**src/shared/mash_pkg.sv**
```systemverilog
// shared constants, types and register map of the stage configuration and homing block
package mash_pkg;
  localparam int unsigned CLK_HZ       = 40_000_000;
  localparam int unsigned AXES         = 8;
  // host interface selection codes
  localparam logic [1:0]  IF_SERIAL    = 2'h0;
  localparam logic [1:0]  IF_USB       = 2'h1;
  localparam logic [1:0]  IF_ETHERNET  = 2'h2;
  // serial bit rates in bit/s, index 0..4, and their clock dividers
  localparam int unsigned BAUD_0       = 4800;
  localparam int unsigned BAUD_1       = 9600;
  localparam int unsigned BAUD_2       = 19200;
  localparam int unsigned BAUD_3       = 38400;
  localparam int unsigned BAUD_4       = 57600;
  localparam int unsigned BAUD_DIV_0   = (CLK_HZ + BAUD_0 / 2) / BAUD_0;
  localparam int unsigned BAUD_DIV_1   = (CLK_HZ + BAUD_1 / 2) / BAUD_1;
  localparam int unsigned BAUD_DIV_2   = (CLK_HZ + BAUD_2 / 2) / BAUD_2;
  localparam int unsigned BAUD_DIV_3   = (CLK_HZ + BAUD_3 / 2) / BAUD_3;
  localparam int unsigned BAUD_DIV_4   = (CLK_HZ + BAUD_4 / 2) / BAUD_4;
  // homing step rate
  localparam int unsigned STEP_HZ      = 100_000;
  localparam int unsigned STEP_DIV     = CLK_HZ / STEP_HZ;
  // reset values, setting limits and the zero-offset distance
  localparam logic [1:0]  RST_IFACE    = IF_SERIAL;
  localparam logic        RST_HSHAKE   = 1'b1;
  localparam logic [2:0]  RST_BAUD     = 3'h3;
  localparam logic [7:0]  RST_DIVIDE   = 8'h14;
  localparam logic [9:0]  RST_BASE     = 10'h014;
  localparam logic [9:0]  BASE_MAX     = 10'h3e8;
  localparam logic [2:0]  RST_METHOD   = 3'h1;
  localparam logic [29:0] OFFSET_MAX   = 30'h3b9ac9ff;
  localparam logic [29:0] OFFSET_ZERO  = 30'h0000c350; // 0.5 mm in 0.01 um
  // homing methods
  localparam logic [2:0]  HOMING_METHOD_NONE         = 3'h0;
  localparam logic [2:0]  HOMING_METHOD_LEGACY       = 3'h1;
  localparam logic [2:0]  HOMING_METHOD_THREE_SENSOR = 3'h3;
  localparam logic [2:0]  HOMING_METHOD_FOUR_SENSOR  = 3'h4;
  localparam logic [2:0]  HOMING_METHOD_ZPHASE_A     = 3'h5;
  localparam logic [2:0]  HOMING_METHOD_ZPHASE_B     = 3'h6;
  // register byte offsets
  localparam logic [7:0]  REG_GLOBAL   = 8'h00;
  localparam logic [7:0]  REG_CONTROL  = 8'h04;
  localparam logic [7:0]  REG_STATUS   = 8'h08;
  localparam logic [7:0]  REG_IRQ_STAT = 8'h0c;
  localparam logic [7:0]  REG_IRQ_MASK = 8'h10;
  localparam logic [7:0]  REG_AXIS     = 8'h40; // axis n at 0x40 + 8n, offset word +4
  // event bits
  localparam int unsigned EV_DONE      = 0;
  localparam int unsigned EV_FAIL      = 1;
  localparam int unsigned EV_ESTOP     = 2;
  localparam int unsigned EV_W         = 3;

  typedef struct packed {
    logic [7:0]  divide;
    logic [9:0]  base_rate;
    logic        dir_negative;
    logic [2:0]  homing_method_select;
    logic        estop_hold_excitation;
    logic [29:0] homing_offset;
  } mash_axis_cfg_t;

  typedef struct packed {
    logic [1:0]  iface;
    logic        serial_handshake_enable;
    logic [2:0]  baud_sel;
  } mash_global_cfg_t;

  typedef struct packed {
    logic [7:0]  limit_cw;
    logic [7:0]  limit_ccw;
    logic [7:0]  near_home;
    logic [7:0]  home;
    logic [7:0]  zphase;
  } mash_sensor_t;
endpackage

```
**src/rtl/mash_top.sv**
```systemverilog
// stage configuration store, host link setup and homing sequencer with ahb-lite registers
// Operation
// - all settings live in a store and directly drive the operating logic
// - one host interface chosen by setting; serial after reset
// - handshake setting on gives rts/cts pacing, off gives none; default on
// - five serial rates 4800 to 57600, default 38400
// - per-axis microstep divide from fixed legal list, default 20
// - per-axis travel per full step 1..1000 x0.1um, default 20, converts distance
// - per-axis direction setting flips motor rotation, default positive
// - per-axis homing method 0..6, 0 disables, default 1
// - homing offset in 0.01um used only by methods 1, 5 and 6
// - programmed offset zero means 0.5 mm offset
// - estop keeps or drops excitation per axis setting, default keep
// - method 0 performs no homing motion
// - method 1 legacy homing then moves on to offset
// - methods 3,4 use limit/near/home sensors; 5,6 use z phase as origin
// - methods 3,4 reverse at one limit, stop at other without origin
// - method 4 after near-home moves cw, stops at cw limit without origin
//
// Decided for this implementation: the AHB-Lite register port and the address map.
`timescale 1ns/100ps
module mash_top
  import mash_pkg::*;
(
  // clock and reset
  input  wire logic        SYS_CLK,
  input  wire logic        RST,
  // ahb-lite slave
  input  wire logic        HSEL,
  input  wire logic [31:0] HADDR,
  input  wire logic [1:0]  HTRANS,
  input  wire logic        HWRITE,
  input  wire logic [2:0]  HSIZE,
  input  wire logic [31:0] HWDATA,
  input  wire logic        HREADY,
  output logic      [31:0] HRDATA,
  output logic             HREADYOUT,
  output logic             HRESP,
  // interrupt
  output logic             IRQ,
  // sensor and estop pins
  input  wire logic [7:0]  LIMIT_CW,
  input  wire logic [7:0]  LIMIT_CCW,
  input  wire logic [7:0]  NEAR_HOME,
  input  wire logic [7:0]  HOME,
  input  wire logic [7:0]  ZPHASE,
  input  wire logic        ESTOP,
  // motor drive
  output logic      [7:0]  MOT_STEP,
  output logic      [7:0]  MOT_DIR,
  output logic      [7:0]  MOT_EXCITE,
  // host link selection and serial pacing
  output logic             IF_SERIAL_EN,
  output logic             IF_USB_EN,
  output logic             IF_ETH_EN,
  output logic             BAUD_TICK,
  input  wire logic        SER_CTS_N,
  input  wire logic        RX_SPACE,
  output logic             SER_RTS_N,
  output logic             TX_PERMIT
);

  typedef enum {H_IDLE, H_SEEK, H_CREEP, H_OFFSET} mash_hstate_t;

  mash_global_cfg_t gcfg;
  mash_axis_cfg_t   acfg [AXES];
  mash_sensor_t     sens_meta;
  mash_sensor_t     sens;
  logic             estop_meta;
  logic             estop_s;
  logic             cts_n_meta;
  logic             cts_n_s;
  logic             estop_q;
  logic [EV_W-1:0]  irq_stat;
  logic [EV_W-1:0]  irq_mask;
  logic [EV_W-1:0]  ev;
  logic [7:0]       homed;
  // bus data phase
  logic             dp_write;
  logic [7:0]       dp_addr;
  logic             wr_en;
  logic [31:0]      next_rdata;
  // homing sequencer
  mash_hstate_t     hstate;
  logic [2:0]       h_axis;
  logic             h_cw;
  logic             h_reversed;
  logic [37:0]      h_acc;
  logic [37:0]      h_target;
  logic [15:0]      step_cnt;
  logic             step_tick;
  logic [13:0]      baud_cnt;
  logic [13:0]      baud_div;
  logic             cmd_start;
  logic             cmd_abort;
  logic             cmd_defaults;
  logic [2:0]       cmd_axis;
  logic             origin_seen;
  logic             limit_ahead;
  logic             fail_now;
  logic             done_now;

  // legal microstep divisions
  function automatic logic divide_ok(input logic [7:0] d);
    case (d)
      8'h01, 8'h02, 8'h04, 8'h05, 8'h08, 8'h0a, 8'h14, 8'h19, 8'h28, 8'h32, 8'h50,
      8'h64, 8'h7d, 8'hc8, 8'hfa: divide_ok = 1'b1;
      default: divide_ok = 1'b0;
    endcase
  endfunction

  // two-flop synchronisers on the sensor, estop and cts pins; RX_SPACE is used unsynchronised
  always_ff @(posedge SYS_CLK or posedge RST) begin
    if (RST) begin
      sens_meta  <= '0;
      sens       <= '0;
      estop_meta <= 1'b0;
      estop_s    <= 1'b0;
      cts_n_meta <= 1'b1; // withdrawn until the pin is seen
      cts_n_s    <= 1'b1;
    end else begin
      sens_meta  <= {LIMIT_CW, LIMIT_CCW, NEAR_HOME, HOME, ZPHASE};
      sens       <= sens_meta;
      estop_meta <= ESTOP;
      estop_s    <= estop_meta;
      cts_n_meta <= SER_CTS_N;
      cts_n_s    <= cts_n_meta;
    end
  end

  // zero-wait slave: address phase captured, data phase acts
  always_ff @(posedge SYS_CLK or posedge RST) begin
    if (RST) begin
      dp_write <= 1'b0;
      dp_addr  <= 8'h00;
      HRDATA   <= 32'h0000_0000;
    end else begin
      dp_write <= 1'b0;
      if (HSEL && HTRANS[1] && HREADY) begin
        dp_write <= HWRITE;
        dp_addr  <= HADDR[7:0];
        if (!HWRITE) begin
          HRDATA <= next_rdata;
        end
      end
    end
  end

  assign HREADYOUT = 1'b1;
  assign HRESP     = 1'b0;
  assign wr_en     = dp_write;

  // read mux; unmapped words read zero
  always_comb begin
    next_rdata = 32'h0000_0000;
    case (HADDR[7:0])
      REG_GLOBAL:   next_rdata = {26'h0, gcfg};
      REG_STATUS:   next_rdata = {13'h0, estop_s, homed, 3'h0, h_axis, 3'h0,
                                  (hstate != H_IDLE)};
      REG_IRQ_STAT: next_rdata = {29'h0, irq_stat};
      REG_IRQ_MASK: next_rdata = {29'h0, irq_mask};
      default: begin
        if (HADDR[7:6] == 2'b01) begin
          if (HADDR[2]) begin
            next_rdata = {2'h0, acfg[HADDR[5:3]].homing_offset};
          end else begin
            next_rdata = {9'h0, acfg[HADDR[5:3]].estop_hold_excitation,
                          acfg[HADDR[5:3]].homing_method_select,
                          acfg[HADDR[5:3]].dir_negative, acfg[HADDR[5:3]].base_rate,
                          acfg[HADDR[5:3]].divide};
          end
        end
      end
    endcase
  end

  // control word decode, acts for one cycle only
  always_comb begin
    cmd_start    = wr_en && (dp_addr == REG_CONTROL) && HWDATA[3];
    cmd_abort    = wr_en && (dp_addr == REG_CONTROL) && HWDATA[4];
    cmd_defaults = wr_en && (dp_addr == REG_CONTROL) && HWDATA[5];
    cmd_axis     = HWDATA[2:0];
  end

  // global settings store; illegal codes leave the old value
  always_ff @(posedge SYS_CLK or posedge RST) begin
    if (RST) begin
      gcfg <= '{RST_IFACE, RST_HSHAKE, RST_BAUD};
    end else if (cmd_defaults) begin
      gcfg <= '{RST_IFACE, RST_HSHAKE, RST_BAUD};
    end else if (wr_en && dp_addr == REG_GLOBAL) begin
      if (HWDATA[5:4] != 2'h3) begin
        gcfg.iface <= HWDATA[5:4];
      end
      gcfg.serial_handshake_enable <= HWDATA[3];
      if (HWDATA[2:0] <= 3'h4) begin
        gcfg.baud_sel <= HWDATA[2:0];
      end
    end
  end

  // per-axis settings store, one copy per axis
  always_ff @(posedge SYS_CLK or posedge RST) begin
    if (RST) begin
      for (int i = 0; i < AXES; i++) begin
        acfg[i] <= '{RST_DIVIDE, RST_BASE, 1'b0, RST_METHOD, 1'b1, 30'h0};
      end
    end else if (cmd_defaults) begin
      for (int i = 0; i < AXES; i++) begin
        acfg[i] <= '{RST_DIVIDE, RST_BASE, 1'b0, RST_METHOD, 1'b1, 30'h0};
      end
    end else if (wr_en && dp_addr[7:6] == 2'b01) begin
      if (dp_addr[2]) begin
        if (HWDATA[29:0] <= OFFSET_MAX) begin
          acfg[dp_addr[5:3]].homing_offset <= HWDATA[29:0];
        end
      end else begin
        if (divide_ok(HWDATA[7:0])) begin
          acfg[dp_addr[5:3]].divide <= HWDATA[7:0];
        end
        if (HWDATA[17:8] != 10'h000 && HWDATA[17:8] <= BASE_MAX) begin
          acfg[dp_addr[5:3]].base_rate <= HWDATA[17:8];
        end
        acfg[dp_addr[5:3]].dir_negative <= HWDATA[18];
        if (HWDATA[21:19] <= HOMING_METHOD_ZPHASE_B) begin
          acfg[dp_addr[5:3]].homing_method_select <= HWDATA[21:19];
        end
        acfg[dp_addr[5:3]].estop_hold_excitation <= HWDATA[22];
      end
    end
  end

  // host link selection outputs follow the stored setting
  assign IF_SERIAL_EN = (gcfg.iface == IF_SERIAL);
  assign IF_USB_EN    = (gcfg.iface == IF_USB);
  assign IF_ETH_EN    = (gcfg.iface == IF_ETHERNET);

  // with handshake on, rts asks for data only while receive room exists and cts gates sending; off, rts always asks
  assign SER_RTS_N = gcfg.serial_handshake_enable ? ~RX_SPACE : 1'b0;
  assign TX_PERMIT = IF_SERIAL_EN && (!gcfg.serial_handshake_enable || !cts_n_s);

  // bit-rate divider; rounding keeps every rate within 0.1 percent
  always_comb begin
    case (gcfg.baud_sel)
      3'h0:    baud_div = 14'(BAUD_DIV_0);
      3'h1:    baud_div = 14'(BAUD_DIV_1);
      3'h2:    baud_div = 14'(BAUD_DIV_2);
      3'h4:    baud_div = 14'(BAUD_DIV_4);
      default: baud_div = 14'(BAUD_DIV_3);
    endcase
  end

  always_ff @(posedge SYS_CLK or posedge RST) begin
    if (RST) begin
      baud_cnt  <= 14'h0000;
      BAUD_TICK <= 1'b0;
    end else if (baud_cnt >= baud_div - 14'h0001) begin
      baud_cnt  <= 14'h0000;
      BAUD_TICK <= IF_SERIAL_EN;
    end else begin
      baud_cnt  <= baud_cnt + 14'h0001;
      BAUD_TICK <= 1'b0;
    end
  end

  // homing step-rate enable
  always_ff @(posedge SYS_CLK or posedge RST) begin
    if (RST) begin
      step_cnt  <= 16'h0000;
      step_tick <= 1'b0;
    end else if (step_cnt == 16'(STEP_DIV - 1)) begin
      step_cnt  <= 16'h0000;
      step_tick <= 1'b1;
    end else begin
      step_cnt  <= step_cnt + 16'h0001;
      step_tick <= 1'b0;
    end
  end

  // origin signal and limit in the travel direction for the active axis
  always_comb begin
    case (acfg[h_axis].homing_method_select)
      HOMING_METHOD_FOUR_SENSOR: origin_seen = sens.near_home[h_axis];
      HOMING_METHOD_ZPHASE_A,
      HOMING_METHOD_ZPHASE_B:    origin_seen = sens.zphase[h_axis];
      default:                   origin_seen = sens.home[h_axis];
    endcase
    limit_ahead = h_cw ? sens.limit_cw[h_axis] : sens.limit_ccw[h_axis];
  end

  // homing sequencer, one axis at a time; estop aborts motion
  always_ff @(posedge SYS_CLK or posedge RST) begin
    if (RST) begin
      hstate     <= H_IDLE;
      h_axis     <= 3'h0;
      h_cw       <= 1'b1;
      h_reversed <= 1'b0;
      h_acc      <= 38'h0;
      h_target   <= 38'h0;
      MOT_STEP   <= 8'h00;
      fail_now   <= 1'b0;
      done_now   <= 1'b0;
    end else begin
      MOT_STEP <= 8'h00;
      fail_now <= 1'b0;
      done_now <= 1'b0;
      case (hstate)
        H_IDLE: begin
          if (cmd_start && !estop_s) begin
            h_axis     <= cmd_axis;
            h_reversed <= 1'b0;
            h_acc      <= 38'h0;
            // legacy and second z-phase method approach from the ccw side
            h_cw       <= !(acfg[cmd_axis].homing_method_select == HOMING_METHOD_LEGACY ||
                            acfg[cmd_axis].homing_method_select == HOMING_METHOD_ZPHASE_B);
            h_target   <= 38'(acfg[cmd_axis].homing_offset == 30'h0 ? OFFSET_ZERO :
                              acfg[cmd_axis].homing_offset) *
                          38'(acfg[cmd_axis].divide);
            if (acfg[cmd_axis].homing_method_select == HOMING_METHOD_NONE) begin
              done_now <= 1'b1;
            end else begin
              hstate <= H_SEEK;
            end
          end
        end
        H_SEEK: begin
          if (cmd_abort || estop_s) begin
            hstate   <= H_IDLE;
            fail_now <= 1'b1;
          end else if (step_tick) begin
            if (origin_seen) begin
              case (acfg[h_axis].homing_method_select)
                HOMING_METHOD_FOUR_SENSOR: begin
                  hstate <= H_CREEP;
                  h_cw   <= 1'b1;
                end
                HOMING_METHOD_LEGACY, HOMING_METHOD_ZPHASE_A, HOMING_METHOD_ZPHASE_B: begin
                  hstate <= H_OFFSET;
                  h_cw   <= 1'b1;
                end
                default: begin
                  hstate   <= H_IDLE;
                  done_now <= 1'b1;
                end
              endcase
            end else if (limit_ahead) begin
              if (!h_reversed) begin
                h_reversed <= 1'b1;
                h_cw       <= !h_cw;
              end else begin
                hstate   <= H_IDLE;
                fail_now <= 1'b1;
              end
            end else begin
              MOT_STEP[h_axis] <= 1'b1;
            end
          end
        end
        H_CREEP: begin
          if (cmd_abort || estop_s) begin
            hstate   <= H_IDLE;
            fail_now <= 1'b1;
          end else if (step_tick) begin
            if (sens.home[h_axis]) begin
              hstate   <= H_IDLE;
              done_now <= 1'b1;
            end else if (sens.limit_cw[h_axis]) begin
              hstate   <= H_IDLE;
              fail_now <= 1'b1;
            end else begin
              MOT_STEP[h_axis] <= 1'b1;
            end
          end
        end
        H_OFFSET: begin
          if (cmd_abort || estop_s) begin
            hstate   <= H_IDLE;
            fail_now <= 1'b1;
          end else if (step_tick) begin
            if (h_acc >= h_target) begin
              hstate   <= H_IDLE;
              done_now <= 1'b1;
            end else if (sens.limit_cw[h_axis]) begin
              hstate   <= H_IDLE;
              fail_now <= 1'b1;
            end else begin
              // each microstep covers base_rate*10/divide hundredths of a um
              MOT_STEP[h_axis] <= 1'b1;
              h_acc <= h_acc + 38'({acfg[h_axis].base_rate, 3'h0}) +
                       38'({acfg[h_axis].base_rate, 1'b0});
            end
          end
        end
        default: hstate <= H_IDLE;
      endcase
    end
  end

  // per-axis direction and winding excitation
  always_comb begin
    for (int i = 0; i < AXES; i++) begin
      MOT_DIR[i]    = ((h_axis == 3'(i)) ? h_cw : 1'b1) ^ acfg[i].dir_negative;
      MOT_EXCITE[i] = !estop_s || acfg[i].estop_hold_excitation;
    end
  end

  // homed flags: set when a method other than 0 completes, cleared when a start command for the axis arrives in idle
  always_ff @(posedge SYS_CLK or posedge RST) begin
    if (RST) begin
      homed <= 8'h00;
    end else if (done_now) begin
      homed[h_axis] <= (acfg[h_axis].homing_method_select != HOMING_METHOD_NONE);
    end else if (cmd_start && hstate == H_IDLE) begin
      homed[cmd_axis] <= 1'b0;
    end
  end

  // estop rising edge
  always_ff @(posedge SYS_CLK or posedge RST) begin
    if (RST) begin
      estop_q <= 1'b0;
    end else begin
      estop_q <= estop_s;
    end
  end

  assign ev = {estop_s && !estop_q, fail_now, done_now};

  // sticky events, write one to clear; a new event beats the clear
  always_ff @(posedge SYS_CLK or posedge RST) begin
    if (RST) begin
      irq_stat <= '0;
      irq_mask <= '0;
    end else begin
      if (wr_en && dp_addr == REG_IRQ_STAT) begin
        irq_stat <= (irq_stat & ~HWDATA[EV_W-1:0]) | ev;
      end else begin
        irq_stat <= irq_stat | ev;
      end
      if (wr_en && dp_addr == REG_IRQ_MASK) begin
        irq_mask <= HWDATA[EV_W-1:0];
      end
    end
  end

  assign IRQ = |(irq_stat & irq_mask);

endmodule

```
**config.mk**
```make
export PLATFORM = sky130hd
export DESIGN_NAME = mash_top
export DESIGN_NICKNAME = d
export VERILOG_FILES = /design/src/shared/mash_pkg.sv /design/src/rtl/mash_top.sv
export SDC_FILE = /design/constraint.sdc
export NUM_CORES = 2
export LEC_CHECK = 0
export BUFFER_PORTS_ARGS = -buffer_cell sky130_fd_sc_hd__clkbuf_2
export CORE_ASPECT_RATIO = 2
export CORE_MARGIN = 2
export CORE_UTILIZATION = 40
export CTS_CLUSTER_SIZE = 40
export DETAILED_ROUTE_END_ITERATION = 16
export GPL_ROUTABILITY_DRIVEN = 1
export GPL_TIMING_DRIVEN = 0
export SLEW_MARGIN = 20
export SYNTH_ARGS = -nofsm -noshare
export SYNTH_HDL_FRONTEND = slang
export SYNTH_SLANG_ARGS = --single-unit
export TNS_END_PERCENT = 20
```
**constraint.sdc**
```tcl
create_clock -name SYS_CLK -period 41 [get_ports SYS_CLK]
set_clock_uncertainty 0.1 [all_clocks]
set_input_delay 4.1 -clock SYS_CLK [delete_from_list [all_inputs] [get_ports SYS_CLK]]
set_output_delay 4.1 -clock SYS_CLK [all_outputs]
set_load 0.03 [all_outputs]
```
== Word level (Yosys, flattened, before mapping) ==
Index checks and enable logic that the tools add are counted.
Storage, ports and cells
  flip-flop bits (word level): 725
  bits in latches: 0
  memory bits (writable): 0
  bits in read-only memories: 0
  input bits: 117
  output and inout bits: 65
  word-level logic and storage cells: 424
  memories: 0
Cells by class
  $add $sub $neg: 5
  $mul: 1
  divide/modulo/power cells: 0
  order comparisons: 15
  equal/unequal tests: 65
  shifts and indexed selects: 0
  mux-type cells: 164
  bitwise logic cells: 21
  reduce and logical (&&, ||, !) cells: 68
Operators by type and width (count)
  two-way mux 424 bit: 16
  bitwise mux 424 bit: 6
  demux 53 bit (select 3 bit): 6
  binary-select mux 53 bit (select 3 bit): 3
  two-way mux 32 bit: 14
  two-way mux 53 bit: 5
  two-way mux 38 bit: 5
  two-way mux 45 bit: 3
  case mux 32 bit (4 select lines): 1
  two-way mux 30 bit: 4
  case mux 30 bit (4 select lines): 1
  two-way mux 8 bit: 13
  case mux 38 bit (2 select lines): 1
  equality test 32 x 2 -> 1 bit, second input constant: 2
  zero test 32 bit: 2
  two-way mux 1 bit: 60
  case mux 14 bit (4 select lines): 1
  equality test 8 x 4 -> 1 bit, second input constant: 5
  adder 38 x 11 -> 38 bit: 1
  adder 38 x 13 -> 38 bit: 1
  >= comparator 38 bit: 1
  multiplier 30 x 8 -> 38 bit: 1
  two-way mux 35 bit: 1
  two-way mux 34 bit: 1
  other kinds (69): 185

== Logic depth before layout (Yosys ltp) ==
  depth after elaboration: 25
  depth in mapped cells: 30
  depth with buffers taken out: 26

== Worst setup path after synthesis ==
No wires, ideal clock.
  kind: input port to flip-flop
  from: in HWDATA[1]
  to: reg h_target[22]
  setup time: 0.133 ns
  arrival: 10.694 ns
  required time: 40.767 ns
  slack: 30.073 ns
  cell stages on the path: 26
  buffers on the path: 7
  path through: buf_4 buf_6 buf_2 buf_2 buf_1 buf_2 mux4_2 mux2i_1 clkbuf_1 nor2_1 fa_1 fa_1 fa_1 inv_1 fa_1 inv_1 ha_1 a21oi_1 o21ai_0 a211oi_1 nand2_1 a41oi_1 o21ai_0 a311oi_1 xor2_1 o21ai_0
On the way
  cells in the longest elaborated chain, start to end: 7
RTL lines
  from (decl): RTL line mash_top.sv:34  | input wire logic [31:0] HWDATA,
  NOT 3 -> 4 bit (not written as such) (*): RTL line mash_top.sv:316, mash_top.sv:317, mash_top.sv:318
  binary-select mux 53 bit (select 3 bit) (*): RTL line mash_top.sv:316, mash_top.sv:317, mash_top.sv:318
  two-way mux 53 bit (*) (2 in a row)
  zero test 30 bit: RTL line mash_top.sv:316  | h_target <= 38'(acfg[cmd_axis].homing_offset == 30'h0 ? OFFSET_ZERO :
  two-way mux 30 bit: RTL line mash_top.sv:316
  multiplier 30 x 8 -> 38 bit (*): RTL line mash_top.sv:317  | acfg[cmd_axis].homing_offset) *
  to (signal assigned): RTL line mash_top.sv:316
  to (decl): RTL line mash_top.sv:89  | logic [37:0] h_target;
Mark *: on every way between the ends. The rest lies on a longest branch, timed or not. The select of a mux whose other input is x is not followed.
A chain may end at the register's enable or synchronous reset.

== Final worst setup path ==
  from: in HWDATA[0]
  to: reg h_target[22]
Same word-level chain as after synthesis.

==> metrics.txt <==
# TYPE chip_impl_metric gauge
chip_impl_metric{name="post_route_cells_drive_above_1_share",unit="%"} 14.7
chip_impl_metric{name="synth-xor-area-share",unit="%"} 1.87
chip_impl_metric{name="crit_fanout",unit=""} 10
chip_impl_info{name="synth_largest_area_cell",value="dfrtp_1"} 1
chip_impl_metric{name="fmax",unit="GHz"} 0.0751
chip_impl_metric{name="timing.final.crit_share",unit="%"} 32.5
chip_impl_metric{name="cts_inserted_buffers",unit=""} 74
chip_impl_metric{name="grt-ovfl-total",unit=""} 0
chip_impl_metric{name="timing.final.hold_violations",unit=""} 0
chip_impl_metric{name="worst_slack",unit="ns"} 27.68
chip_impl_metric{name="max_cap_violations",unit=""} 0
chip_impl_info{name="outcome",value="complete, no violations"} 1
chip_impl_metric{name="ys_ff_latch",unit=""} 722
chip_impl_info{name="critical_path.top_delay_family",value="buffers and inverters"} 1
chip_impl_metric{name="fp.dieW",unit="um"} 238
chip_impl_metric{name="synth_adder_area_share",unit="%"} 11.7
chip_impl_metric{name="globalplace.congestion",unit=""} 1.00
chip_impl_metric{name="timing_worst_slew_pin_value",unit="ns"} 1.26
chip_impl_metric{name="synth_enable_flop_cells",unit=""} 0
chip_impl_metric{name="maxSlewHeadroom",unit="%"} 15.2
chip_impl_metric{name="wp_data_arrival",unit="ns"} 13.75
chip_impl_metric{name="avgSynthCellArea",unit="um^2"} 10.1
chip_impl_metric{name="cts.path.max_buffers",unit=""} 3
chip_impl_metric{name="cells_on_worst_hold_path",unit=""} 0
chip_impl_info{name="cts_tree",value="yes"} 1
chip_impl_metric{name="maximum_number_of_pins_on_one_net_before_global_route_repair",unit=""} 101
chip_impl_metric{name="synth_simple_gate_area_share",unit="%"} 14.5
chip_impl_metric{name="p_leak",unit="nW"} 22.0
chip_impl_metric{name="async_flop_share",unit="%"} 100
chip_impl_metric{name="critPathRequiredTime",unit="ns"} 41.43
chip_impl_info{name="largest_family_of_logic_cells_by_synthesized_area",value="simple AND/OR/NAND/NOR gates"} 1
chip_impl_metric{name="reg2reg_setup_slack",unit="ns"} 32.51
chip_impl_metric{name="row_count",unit=""} 172
chip_impl_info{name="setup_repair_after_global_routing_missed_its_margin",value="no"} 1
chip_impl_metric{name="via_count_of_the_first_global_routing_pass",unit=""} 37500
chip_impl_metric{name="detailedRoute.firstPassIterationCount",unit=""} 6
chip_impl_info{name="min-delay-path-class",value="reg -> reg"} 1
chip_impl_info{name="clock_tree.root_cell",value="clkbuf_16"} 1
chip_impl_metric{name="syn_area",unit="um^2"} 43900
chip_impl_metric{name="wirelength",unit="mm"} 173
chip_impl_metric{name="setup_viol_count_final",unit=""} 0
chip_impl_metric{name="period_minus_slack",unit="ns"} 13.32
chip_impl_info{name="regToRegEndpoint",value="h_target[22]$_DFFE_PP0P_"} 1
chip_impl_metric{name="worst_ir_drop_vdd",unit="mV"} 0.0390
chip_impl_metric{name="boundary_pin_count",unit=""} 182
chip_impl_metric{name="route.detailed.vias_per_inst",unit=""} 6.16
chip_impl_metric{name="area_share_of_the_largest_cell_type_after_synthesis",unit="%"} 38.0
chip_impl_info{name="hold-path-endpoint",value="sens[13]$_DFF_PP0_"} 1
chip_impl_metric{name="layoutNonFillerInstCount",unit=""} 6052
chip_impl_metric{name="initial_utilization",unit="%"} 40.2
chip_impl_metric{name="cts_setup_buffers",unit=""} 0
chip_impl_metric{name="routed_wire_length_per_instance",unit="um"} 28.6
chip_impl_metric{name="synth.mux.area_fraction",unit="%"} 13.0
chip_impl_metric{name="synth_compound_area_share",unit="%"} 12.7
chip_impl_metric{name="cts_repair_resize_count",unit=""} 0
chip_impl_info{name="worstSetupPathType",value="in -> reg"} 1
chip_impl_metric{name="ys_types",unit=""} 82
chip_impl_metric{name="coreArea",unit="um^2"} 109000
chip_impl_metric{name="p_per_area",unit="nW/um^2"} 37.2
chip_impl_metric{name="timing.critical_path.buf_inv",unit=""} 9
chip_impl_metric{name="via_count",unit=""} 37300
chip_impl_metric{name="sequential_element_share_of_the_synthesized_area",unit="%"} 41.3
chip_impl_metric{name="finish.net_count",unit=""} 5016
chip_impl_metric{name="global_route.usage.total",unit="%"} 31.0
chip_impl_metric{name="final_antenna_net_count",unit=""} 0
chip_impl_metric{name="utilization",unit="%"} 45.3
chip_impl_info{name="worst_hold_path_startpoint",value="sens_meta[13]$_DFF_PP0_"} 1
chip_impl_metric{name="hold-worst-slack",unit="ns"} 0.248
chip_impl_metric{name="worstSetupPathDepth",unit=""} 26
chip_impl_info{name="most_prevalent_standard_cell_on_the_critical_path",value="buf_2"} 1
chip_impl_metric{name="post_route_drc_violation_count",unit=""} 0
chip_impl_info{name="crit-reg2reg-launch",value="acfg[325]$_DFFE_PP0P_"} 1
chip_impl_metric{name="detailedPlace.worstSlack",unit="ns"} 27.28
chip_impl_metric{name="dp_hpwl",unit="mm"} 127
chip_impl_info{name="synth_flop_cell",value="dfrtp_1"} 1
chip_impl_info{name="worst_setup_path_start_kind",value="input port"} 1
chip_impl_metric{name="setup_total_negative_slack",unit="ns"} 0
chip_impl_info{name="cpMaxStageDelayCell",value="a211oi_1"} 1
chip_impl_metric{name="synth-warning-count",unit=""} 0
chip_impl_metric{name="antenna_found_initial",unit=""} 5
chip_impl_metric{name="maximum_single_stage_delay_on_the_critical_path",unit="ns"} 0.83
chip_impl_metric{name="floorplan.die_area",unit="um^2"} 113000
chip_impl_metric{name="number_of_placed_instances_with_taps_included",unit=""} 5909
chip_impl_metric{name="maxSlewViolCount",unit=""} 0
chip_impl_metric{name="dr.first_iter.drc_count",unit=""} 4248
chip_impl_metric{name="first_pass_grt_wire_length",unit="mm"} 254
chip_impl_metric{name="postSynthCellCount",unit=""} 4344
chip_impl_metric{name="worstRegToRegCells",unit=""} 24
chip_impl_metric{name="clk_pin_slew_worst_paths",unit="ns"} 0.07
chip_impl_metric{name="cts.hold.buffers_added",unit=""} 0
chip_impl_metric{name="htree_num_levels",unit=""} 3
chip_impl_info{name="critical_path_endpoint_category",value="flip-flop"} 1
chip_impl_info{name="synth_area_leaders",value="dfrtp_1 (38%), mux4_2 (8.8%), fa_1 (8.1%), nand2_1 (6.1%), o21ai_0 (4.1%)"} 1
chip_impl_metric{name="portBuffers",unit=""} 127
chip_impl_metric{name="layout-area-overhead-vs-synth",unit="%"} 12.8
chip_impl_metric{name="clock_sink_count",unit=""} 722
chip_impl_metric{name="die_height",unit="um"} 473
chip_impl_metric{name="clk_latency",unit="ns"} 0.71
==> layout make-up <==
type                    instances  area, um^2
diodes                          5        12.5
well taps                    1392        1740
fillers                     10300       59800
flip-flops and latches        722       18100
repair buffers                141         908
clock inverters                37         588
plain buffers                 317        1310
multi-input cells            3107       23900
clock buffers                 100        2120
inverters                     231         875
==> worst reg2reg max path: stages, from the launching register on <==
cell       delay (ns)
dfrtp_1          0.42
mux4_2           0.46
mux2i_1          0.87
nand4_1          0.33
a2111oi_0        0.37
nand2_1          0.19
and3_1           0.20
clkbuf_1         0.26
nor2_1           0.20
fa_1             0.46
fa_1             0.47
fa_1             0.52
inv_1            0.05
fa_1             0.47
inv_1            0.04
ha_1             0.35
a21oi_1          0.16
o21ai_0          0.08
a211oi_1         0.84
nand2_1          0.23
a41oi_1          0.36
o21ai_0          0.22
a311oi_1         0.36
xor2_1           0.21
o21ai_0          0.11
==> placed cells by master, fill, tap and decap left out, drive strengths merged, types with 32 or more instances in the layout <==
cell    synthesis  layout
nand2         712     712
dfrtp         668     668
clkbuf        240     467
o21ai         366     366
nor2          354     354
inv           230     237
fa            177     177
mux4          172     172
a21oi         150     150
mux2i         137     137
ha            128     128
a22o          122     122
nor3           99      99
buf            77      91
nand3          59      59
xnor2          57      57
dfstp          54      54
mux2           42      42
or2            42      42
xor2           37      37
conb            2      35
o221ai         32      32
==> flip-flops by register name, summed over array words and instances, names as in the netlist, 3 cells and up <==
| signal | flops |
|---|---|
| sens_meta | 40 |
| h_axis | 3 |
| step_cnt | 16 |
| irq_stat | 3 |
| hstate | 32 |
| HRDATA | 30 |
| h_acc | 37 |
| dp_addr | 8 |
| h_target | 38 |
| sens | 40 |
| MOT_STEP | 8 |
| acfg | 424 |
| gcfg | 6 |
| baud_cnt | 14 |
| homed | 8 |
| irq_mask | 3 |
==> cells in the mapped netlist, types with 54 or more instances <==
cell type,n
nand2_1,712
dfrtp_1,668
o21ai_0,356
nor2_1,352
clkbuf_1,240
inv_1,229
fa_1,177
mux4_2,172
a21oi_1,150
mux2i_1,137
ha_1,128
a22o_1,122
nor3_1,85
nand3_1,59
xnor2_1,57
dfstp_2,54
==> worst max-delay path by stage <==
stage	start	to	slack [ns]
after CTS	HWDATA[0]	h_target[22]$_DFFE_PP0P_	27.95
after detailed placement	HWDATA[0]	h_target[22]$_DFFE_PP0P_	27.28
after global placement	RST	h_acc[15]$_DFFE_PP0P_	8.64
final	HWDATA[0]	h_target[22]$_DFFE_PP0P_	27.68
after global routing	HWDATA[0]	h_target[22]$_DFFE_PP0P_	27.27
after floorplan	RST	BAUD_TICK$_DFF_PP0_	16.64
==> cells by family after synthesis <==
group | Yosys count
DFF | 722
other | 2
and+or+nand+nor | 1448
muxes | 351
buffers and inverters | 548
AOI/OAI and AO/OA | 874
adders and majority gates | 305
xor gates and xnor gates | 94
==> metal layers <==
layer	global-route usage, %	part of all wire (%)	vias up
met5	0	0.0087	-
met3	7.53	10	591
met4	22.9	8.8	2
met1	38.7	37	18800
li1	-	-	15600
met2	46.8	44	2268
==> where the power goes <==
part	switching (mW)	internal, mW	leakage [nW]
Combinational	0.184	0.0991	11.2
Sequential	0.0338	0.756	9.46
Clock	0.327	0.444	1.33
==> per-stage QoR <==
stage / total power, mW / cell area (um^2)
floorplan: 0.971 / 44100
global placement: 1.07 / 46400
detailed placement: 1.08 / 46800
CTS: 1.84 / 49500
global route: 1.90 / 49500
finish: 1.84 / 49500
Note: power is estimated with default switching activity, not from simulation.
